$ cat src/ptc_pkg.sv
// Package with constants, register map and carrier types of the stamp capture
package ptc_pkg;

    // ************************************************************
    // Clock and timing
    // ************************************************************
    localparam int unsigned PTC_CLK_FREQ_HZ = 50_000_000;
    localparam int unsigned PTC_NS_PER_S = 1_000_000_000;
    // Nanoseconds advanced per reference clock in the default setup
    localparam int unsigned PTC_CLK_PERIOD_NS = PTC_NS_PER_S / PTC_CLK_FREQ_HZ;
    // Least spacing of two captures, in both clocks
    localparam logic [1:0] PTC_CAPTURE_GAP = 2'h3;

    // ************************************************************
    // Time format
    // ************************************************************
    localparam logic [31:0] PTC_NS_MAX_DIGITAL = 32'h3B9A_C9FF;
    localparam logic [31:0] PTC_NS_MAX_BINARY = 32'h7FFF_FFFF;
    localparam logic [31:0] PTC_WORD_ONES = 32'hFFFF_FFFF;
    localparam logic [31:0] PTC_WORD_ZERO = 32'h0000_0000;

    // ************************************************************
    // Register map (byte addresses) and fields
    // ************************************************************
    localparam int PTC_AW = 6;
    localparam logic [5:0] PTC_REG_CTRL = 6'h00;
    localparam logic [5:0] PTC_REG_INCR = 6'h04;
    localparam logic [5:0] PTC_REG_SEC = 6'h08;
    localparam logic [5:0] PTC_REG_NS = 6'h0C;
    localparam logic [5:0] PTC_REG_SEC_HI = 6'h10;
    localparam logic [5:0] PTC_REG_STATUS = 6'h14;
    localparam logic [5:0] PTC_REG_PPS = 6'h18;
    localparam int PTC_CTRL_ENABLE_BIT = 0;
    localparam int PTC_CTRL_FORMAT_BIT = 1;
    localparam int PTC_STATUS_OVF_BIT = 0;
    localparam logic [1:0] PTC_CTRL_RESET = 2'h2;
    localparam logic [7:0] PTC_INCR_RESET = 8'(PTC_CLK_PERIOD_NS);
    localparam logic [7:0] PTC_PPS_RESET = 8'h01;

    // ************************************************************
    // Carrier types
    // ************************************************************
    typedef struct packed {
        logic [15:0] sec_hi;
        logic [31:0] sec;
        logic [31:0] ns;
    } ptc_time_t;

    typedef struct packed {
        logic read;
        logic write;
        logic [PTC_AW-1:0] address;
        logic [31:0] writedata;
        logic [3:0] byteenable;
    } ptc_avs_req_t;

    typedef struct packed {
        logic valid;
        logic stamp_ok;
        logic [31:0] status;
        logic [31:0] tx_desc_stamp_low_word;
        logic [31:0] tx_desc_stamp_high_word;
    } ptc_txwb_t;

    typedef struct packed {
        logic valid;
        logic stamp_we;
        logic [31:0] rx_desc_stamp_low_word;
        logic [31:0] rx_desc_stamp_high_word;
    } ptc_rxwb_t;

    typedef struct packed {
        ptc_time_t now;
        logic [1:0] ctrl;
        logic [7:0] incr;
        logic [7:0] pps_int;
        logic [7:0] pps_cnt;
        logic pps;
        logic ovf;
        logic [1:0] phy_clk_s;
        logic [1:0] tx_sfd_s;
        logic [1:0] rx_sfd_s;
        logic [1:0] tx_req_s;
        logic phy_clk_prev;
        logic tx_sfd_prev;
        logic rx_sfd_prev;
        logic [1:0] phy_gap;
        logic [1:0] clk_gap;
        logic [63:0] tx_stamp;
        logic tx_stamp_ok;
        logic [63:0] rx_stamp;
        logic rx_stamp_ok;
        ptc_txwb_t txwb;
        ptc_rxwb_t rxwb;
        logic ack;
        logic [31:0] rdata;
    } ptc_state_t;

    localparam ptc_state_t PTC_STATE_RESET = '{
        ctrl: PTC_CTRL_RESET,
        incr: PTC_INCR_RESET,
        pps_int: PTC_PPS_RESET,
        phy_gap: PTC_CAPTURE_GAP,
        clk_gap: PTC_CAPTURE_GAP,
        default: '0
    };

endpackage : ptc_pkg

$ cat src/ptc_timestamp_capture.sv
// Stamp capture block: reference time, SFD capture, descriptor write-back
//
// The implementer's own choices: the register addresses and the Avalon-MM register port.
`timescale 1ns/1ps
`default_nettype none

module ptc_timestamp_capture
    import ptc_pkg::*;
(
    input wire logic mclk,
    input wire logic resetn,
    input wire ptc_avs_req_t avs_req,
    output logic [31:0] avs_readdata,
    output logic avs_waitrequest,
    input wire logic phy_clk,
    input wire logic tx_sfd,
    input wire logic tx_stamp_req,
    input wire logic rx_sfd,
    input wire logic tx_frame_done,
    input wire logic [31:0] tx_status,
    input wire logic rx_frame_done,
    input wire logic rx_last_desc,
    input wire logic rx_overflow,
    output ptc_txwb_t tx_wb,
    output ptc_rxwb_t rx_wb,
    output logic pps_out,
    output ptc_time_t time_now
);

    // ************************************************************
    // State
    // ************************************************************
    ptc_state_t s_q;
    ptc_state_t s_d;
    logic req_any;
    logic req_take;

    // Byte-lane merge of a bus write into a stored word
    function automatic logic [31:0] ptc_merge(input logic [31:0] old,
                                              input logic [31:0] wd,
                                              input logic [3:0] be);
        logic [31:0] r;
        r = old;
        for (int i = 0; i < 4; i++)
        begin
            if (be[i])
            begin
                r[i*8 +: 8] = wd[i*8 +: 8];
            end
        end
        return r;
    endfunction : ptc_merge

    // Request stands for one waited cycle, taken when ack is high
    assign req_any = avs_req.read | avs_req.write;
    assign req_take = req_any & s_q.ack;
    assign avs_waitrequest = req_any & ~s_q.ack;
    assign avs_readdata = s_q.rdata;
    assign tx_wb = s_q.txwb;
    assign rx_wb = s_q.rxwb;
    assign pps_out = s_q.pps;
    assign time_now = s_q.now;

    // ************************************************************
    // Next state
    // ************************************************************
    always_comb
    begin
        logic [32:0] ns_sum;
        logic [31:0] ns_max;
        logic carry;
        logic sec_wrap;
        logic phy_rise;
        logic gap_ok;
        logic tx_edge;
        logic rx_edge;
        logic tx_cap;
        logic rx_cap;
        logic ovf_set;
        logic ovf_clr;
        logic [7:0] pps_next;
        logic [31:0] rd;
        ns_sum = '0;
        ns_max = '0;
        carry = 1'b0;
        sec_wrap = 1'b0;
        phy_rise = 1'b0;
        gap_ok = 1'b0;
        tx_edge = 1'b0;
        rx_edge = 1'b0;
        tx_cap = 1'b0;
        rx_cap = 1'b0;
        ovf_set = 1'b0;
        ovf_clr = 1'b0;
        pps_next = '0;
        rd = PTC_WORD_ZERO;
        s_d = s_q;

        // Time advance; the format bit picks the nanosecond limit
        ns_max = s_q.ctrl[PTC_CTRL_FORMAT_BIT] ? PTC_NS_MAX_DIGITAL
                                               : PTC_NS_MAX_BINARY;
        ns_sum = {1'b0, s_q.now.ns} + {25'h0, s_q.incr};
        carry = ns_sum > {1'b0, ns_max};
        if (carry)
        begin
            // Remainder kept so a step above one loses no time
            s_d.now.ns = 32'(ns_sum - {1'b0, ns_max} - 33'h1);
            s_d.now.sec = s_q.now.sec + 32'h1;
            sec_wrap = s_q.now.sec == PTC_WORD_ONES;
            if (sec_wrap)
            begin
                s_d.now.sec_hi = s_q.now.sec_hi + 16'h1;
            end
        end
        else
        begin
            s_d.now.ns = ns_sum[31:0];
        end

        // Pulse every pps_int seconds; zero acts as one
        s_d.pps = 1'b0;
        if (carry)
        begin
            pps_next = s_q.pps_cnt + 8'h1;
            if (pps_next >= s_q.pps_int)
            begin
                s_d.pps = 1'b1;
                s_d.pps_cnt = '0;
            end
            else
            begin
                s_d.pps_cnt = pps_next;
            end
        end

        // Two-flop synchronisers; only stage one feeds stage two
        s_d.phy_clk_s = {s_q.phy_clk_s[0], phy_clk};
        s_d.tx_sfd_s = {s_q.tx_sfd_s[0], tx_sfd};
        s_d.rx_sfd_s = {s_q.rx_sfd_s[0], rx_sfd};
        s_d.tx_req_s = {s_q.tx_req_s[0], tx_stamp_req};
        s_d.phy_clk_prev = s_q.phy_clk_s[1];
        phy_rise = s_q.phy_clk_s[1] & ~s_q.phy_clk_prev;

        // SFD edges judged at PHY clock edges, as the PHY logic would
        if (phy_rise)
        begin
            s_d.tx_sfd_prev = s_q.tx_sfd_s[1];
            s_d.rx_sfd_prev = s_q.rx_sfd_s[1];
            tx_edge = s_q.tx_sfd_s[1] & ~s_q.tx_sfd_prev;
            rx_edge = s_q.rx_sfd_s[1] & ~s_q.rx_sfd_prev;
            if (s_q.phy_gap != PTC_CAPTURE_GAP)
            begin
                s_d.phy_gap = s_q.phy_gap + 2'h1;
            end
        end
        if (s_q.clk_gap != PTC_CAPTURE_GAP)
        begin
            s_d.clk_gap = s_q.clk_gap + 2'h1;
        end

        // Captures too close in either clock are dropped
        gap_ok = (s_q.phy_gap == PTC_CAPTURE_GAP)
                 && (s_q.clk_gap == PTC_CAPTURE_GAP);
        tx_cap = gap_ok && tx_edge && s_q.tx_req_s[1]
                 && s_q.ctrl[PTC_CTRL_ENABLE_BIT];
        rx_cap = gap_ok && rx_edge && !tx_cap
                 && s_q.ctrl[PTC_CTRL_ENABLE_BIT];
        if (tx_cap || rx_cap)
        begin
            s_d.phy_gap = '0;
            s_d.clk_gap = '0;
        end
        // Sync latency is fixed, so the stamp lags the SFD by a constant
        if (tx_cap)
        begin
            s_d.tx_stamp = {s_q.now.sec, s_q.now.ns};
            s_d.tx_stamp_ok = 1'b1;
        end
        if (rx_cap)
        begin
            s_d.rx_stamp = {s_q.now.sec, s_q.now.ns};
            s_d.rx_stamp_ok = 1'b1;
        end

        // Transmit write-back carries status and stamp together
        s_d.txwb.valid = 1'b0;
        if (tx_frame_done)
        begin
            s_d.txwb.valid = 1'b1;
            s_d.txwb.status = tx_status;
            s_d.txwb.stamp_ok = s_q.tx_stamp_ok;
            s_d.txwb.tx_desc_stamp_low_word = s_q.tx_stamp[31:0];
            s_d.txwb.tx_desc_stamp_high_word = s_q.tx_stamp[63:32];
            s_d.tx_stamp_ok = tx_cap;
        end

        // Receive write-back: last descriptor only, ones when invalid
        s_d.rxwb.valid = 1'b0;
        s_d.rxwb.stamp_we = 1'b0;
        if (rx_frame_done)
        begin
            s_d.rxwb.valid = 1'b1;
            s_d.rxwb.stamp_we = rx_last_desc
                                && s_q.ctrl[PTC_CTRL_ENABLE_BIT];
            if (rx_last_desc)
            begin
                s_d.rx_stamp_ok = rx_cap;
                if (s_q.rx_stamp_ok && !rx_overflow)
                begin
                    s_d.rxwb.rx_desc_stamp_low_word = s_q.rx_stamp[31:0];
                    s_d.rxwb.rx_desc_stamp_high_word = s_q.rx_stamp[63:32];
                end
                else
                begin
                    s_d.rxwb.rx_desc_stamp_low_word = PTC_WORD_ONES;
                    s_d.rxwb.rx_desc_stamp_high_word = PTC_WORD_ONES;
                end
            end
        end

        // Register read mux; unmapped addresses read zero
        unique case (avs_req.address)
            PTC_REG_CTRL: rd = {30'h0, s_q.ctrl};
            PTC_REG_INCR: rd = {24'h0, s_q.incr};
            PTC_REG_SEC: rd = s_q.now.sec;
            PTC_REG_NS: rd = s_q.now.ns;
            PTC_REG_SEC_HI: rd = {16'h0, s_q.now.sec_hi};
            PTC_REG_STATUS: rd = {31'h0, s_q.ovf};
            PTC_REG_PPS: rd = {24'h0, s_q.pps_int};
            default: rd = PTC_WORD_ZERO;
        endcase

        // Bus answer one cycle after the request appears
        s_d.ack = req_any & ~s_q.ack;
        if (req_any && !s_q.ack)
        begin
            s_d.rdata = avs_req.read ? rd : PTC_WORD_ZERO;
        end
        if (req_take && avs_req.write)
        begin
            unique case (avs_req.address)
                PTC_REG_CTRL: s_d.ctrl = 2'(ptc_merge({30'h0, s_q.ctrl},
                    avs_req.writedata, avs_req.byteenable));
                PTC_REG_INCR: s_d.incr = 8'(ptc_merge({24'h0, s_q.incr},
                    avs_req.writedata, avs_req.byteenable));
                PTC_REG_PPS: s_d.pps_int = 8'(ptc_merge({24'h0, s_q.pps_int},
                    avs_req.writedata, avs_req.byteenable));
                PTC_REG_STATUS: ovf_clr = avs_req.byteenable[0]
                    && avs_req.writedata[PTC_STATUS_OVF_BIT];
                default: ovf_clr = 1'b0;
            endcase
        end

        // Overflow flag: write one to clear, a new overflow wins
        ovf_set = carry && sec_wrap;
        s_d.ovf = (s_q.ovf && !ovf_clr) || ovf_set;
    end

    // ************************************************************
    // Registers
    // ************************************************************
    always_ff @(posedge mclk)
    begin
        if (!resetn)
        begin
            s_q <= PTC_STATE_RESET;
        end
        else
        begin
            s_q <= s_d;
        end
    end
endmodule : ptc_timestamp_capture

`default_nettype wire

$ cat config.mk
export PLATFORM = sky130hd
export DESIGN_NAME = ptc_timestamp_capture
export DESIGN_NICKNAME = d
export VERILOG_FILES = /design/src/ptc_pkg.sv /design/src/ptc_timestamp_capture.sv
export SDC_FILE = /design/constraint.sdc
export NUM_CORES = 1
export LEC_CHECK = 0
export BUFFER_PORTS_ARGS = -buffer_cell sky130_fd_sc_hd__buf_4
export CORE_AREA = 2 2 294 296
export CTS_CLUSTER_DIAMETER = 30
export CTS_CLUSTER_SIZE = 40
export DETAILED_ROUTE_END_ITERATION = 10
export DIE_AREA = 0 0 296 298
export SYNTH_ARGS = -nofsm -noshare
export SYNTH_HDL_FRONTEND = slang
export SYNTH_SLANG_ARGS = --single-unit
$ cat constraint.sdc
create_clock -name mclk -period 13.35 [get_ports mclk]
set_clock_uncertainty 0.2 [all_clocks]
set_input_delay 2.67 -clock mclk [delete_from_list [all_inputs] [get_ports mclk]]
set_output_delay 2.67 -clock mclk [all_outputs]
set_load 0.03 [all_outputs]
==> results by group <==
Power and ir drop
  • Pwr dens: 181 nW/um^2
  • Leak Pwr: approximately 10 nW
  • Tot Pwr: about 4.7 mW
  • Worst IR Drop VDD: 0.112 mV

Critical path
  • Worst-path fanout max: 3
  • Startpoint type of the worst setup path: input pin
  • Reg2Reg Setup Slack: 7.13 ns
  • R2R depth: 14
  • Critical-path cell list: buf_4, nor2_1, or2_2, inv_1, buf_4
  • Slowest stage delay, CP: 0.39 ns
  • Setup crit end kind: primary output
  • FF-to-FF End: time_now[71]
  • CP arrival: 3.44 ns
  • Critical path type: input pin to primary output
  • R2r startpoint: time_now[14]
  • Worst Path Buf+Inv: 3
  • Worst path required time: 10.48 ns
  • Kind of cell adding the most delay to the critical path: simple AND/OR/NAND/NOR gates
  • Most used cell, CP: buf_4
  • Worst path slowest cell: or2_2

Clock network
  • Latest clock arrival within the worst-skew pair: 0.65 ns
  • TritonCTS clock tree: yes
  • CTS max path bufs: 3
  • Post-CTS Resized: 0
  • Root Driver: clkbuf_16
  • TritonCTS Sinks: 450
  • Cts hold-fix bufs: 0
  • Clk slew on worst S/H paths: ~0.05 ns
  • Setup Buffers After CTS: 0
  • H-tree depth: 3
  • Total CTS buffers: 99

Floorplan
  • Die height: 298 um
  • Die width: 296 um
  • Initial Util: about a quarter
  • Core area: 84900 um^2
  • I/O pin total: approximately 360
  • Num rows: 107
  • Die area: 88200 um^2

Detailed routing
  • Post-DRT Antenna Nets: 0
  • Vias: 17166
  • Initial DRC Count: 1264
  • DRC violations left: 0
  • DR WL/cell: 19.7 um
  • Vias/cell: 4.69
  • Total Wirelength: around 72 mm
  • Pre-Repair DR Iteration Count: 5

STA
  • Final min period: 6.31 ns
  • Worst-margin pin slew: 1.19 ns
  • Max-Slew Margin vs Limit: 20.7%
  • Setup_tns: 0 ns
  • Max-slew violation count: 0
  • Number of setup violations in the final report: 0
  • Hold Vio Cnt, Final: 0
  • Highest Clock Rate: 158 MHz
  • Final period util: 47.3%
  • RSZ-0062 raised after global routing: no

Global route
  • Initial antenna violation count: 4
  • GRT overflow: 0
  • Global Route met2 Usage: 26.0%
  • First-pass GRT wire length: 106 mm
  • Total GRT Usage: 15.8%
  • Number of global-route vias before repair: 16152
  • Largest net degree at the start of global routing: 161
  • Grt met1 use: 19.8%
  • M3 GR Usage: 3.74%
  • GR peak layer: met2

Synth
  • #FFs+latches synth: 450
  • Net Count, Synth: 2534
  • Synth Area in Compound Gates: 15.2%
  • Synth Area in XOR/XNOR: 1.82%
  • Netlist cell types: 72
  • Synth cell count leaders: 450 x dfxtp_1, 331 x nand2_1, 281 x buf_4, 217 x a21oi_1, 202 x nor2_1
  • Top cell type's share of synthesized area: 42.6%
  • Top-count cell post-synth: dfxtp_1
  • Main combinational cell family by area after synthesis: simple AND/OR/NAND/NOR gates
  • EDFF count, synth: 0
  • Ys Warns: 0
  • Top_reg_cell synth: dfxtp_1
  • Mapped Avg Cell Area: 8.76 um^2
  • Synth top area cells: dfxtp_1 43%, buf_4 10%, mux2i_1 7.6%
  • Post-synth ARST share: 0%
  • Sequential fraction of the synthesis area: 42.6%
  • Synth Cell Area: 21100 um^2
  • Post-synthesis adder-cell area fraction: 2.02%
  • Post-synthesis mux area share: 7.68%
  • Post-Synthesis Cells: between 2000 and 2500
  • Dominant cell type by area after synthesis: dfxtp_1
  • Post-Synth Simple-Gate Area: between 15 and 20%

Cells and area
  • Nets: 2552
  • Share of layout cells above drive strength 1: 25.5%
  • Area growth syn-to-layout: 24.0%
  • Fillcell total: 8905
  • Final Util: 30.9%

Min path
  • Worst Hold Class: flop to flop
  • Worst hold start: s_d[341]
  • Hold Path End: s_d[333]
  • Hold Crit Depth: 1

Job
  • Max Cap Violations: 0

Placement
  • Port bufs: approximately 340
  • Hpwl dp: around 49 mm
  • Placer Congestion: between 0.8 and 0.9

Outcome
  • Status: complete, no violations
## flip-flops by register name, summed over array words and instances (netlist names)
name,count
rx_wb,66
avs_readdata,32
s_d,5
s_q,168
tx_wb,98
pps_out,1
time_now,80
## per-layer routing
metal | wire length (um) | vias up
met5 | 31 | -
met4 | 2500 | 4
met3 | 4620 | 113
met2 | 34300 | 485
met1 | 30700 | 8317
li1 | - | 8247
## metrics by stage
stage | hold WS (ns) | instances | setup WS, ns | area [um^2]
finish | 0.226 | 3663 | 7.04 | 26200
global route | 0.250 | 3662 | 6.62 | 26200
CTS | 0.228 | 3662 | 7.03 | 26200
detailed placement | 0.217 | 3476 | 7.03 | 22600
global placement | 0.216 | 3476 | 7.03 | 22600
floorplan | 0.212 | 2415 | 6.96 | 21100
## kinds of logic after synthesis
group / after synthesis
simple gates: 785
buf+inv: 473
compound gates: 468
flops: 450
xor+xnor: 44
mux: 162
fa+ha+maj: 33
## cells in the final DEF, fill, tap and decap left out, drive strengths merged, types with 35 or more instances in the layout
cell | Yosys | layout
o31ai | 41 | 41
inv | 25 | 38
nand4 | 35 | 35
clkbuf | 135 | 110
dfxtp | 450 | 450
nor2 | 202 | 202
buf | 313 | 365
o21ai | 37 | 37
nand3 | 45 | 45
mux2i | 160 | 160
nand2 | 331 | 331
o221a | 64 | 64
a21oi | 218 | 218
## worst max path at each step
stage               cells past startpoint         start  slack, ns               to
floorplan                               5   avs_req[43]       6.96  avs_waitrequest
global placement                        5   avs_req[43]       7.03  avs_waitrequest
detailed placement                      5   avs_req[43]       7.03  avs_waitrequest
CTS                                     5   avs_req[43]       7.03  avs_waitrequest
global route                           14  time_now[14]       6.62     time_now[71]
finish                                  5   avs_req[43]       7.04  avs_waitrequest
## area by class of cell
| type | count | area (um^2) | area share (%) |
|---|---|---|---|
| Antenna cell | 1 | 2.50 | 0.00955 |
| Clock buffer | 110 | 2590 | 9.88 |
| Clock inverter | 76 | 1020 | 3.88 |
| Inverter | 25 | 101 | 0.387 |
| Multi-Input combinational cell | 1492 | 9310 | 35.5 |
| Sequential cell | 450 | 9010 | 34.4 |
| Tap cell | 1144 | 1430 | 5.46 |
| Timing Repair Buffer | 365 | 2760 | 10.5 |
## power breakdown
part           internal (mW)  total [mW]  switching [mW]
combinational          0.213       0.619           0.407
sequential              1.40        1.50           0.108
clock                   1.76        2.61           0.850
No activity file was read; power rests on OpenSTA's default activity.
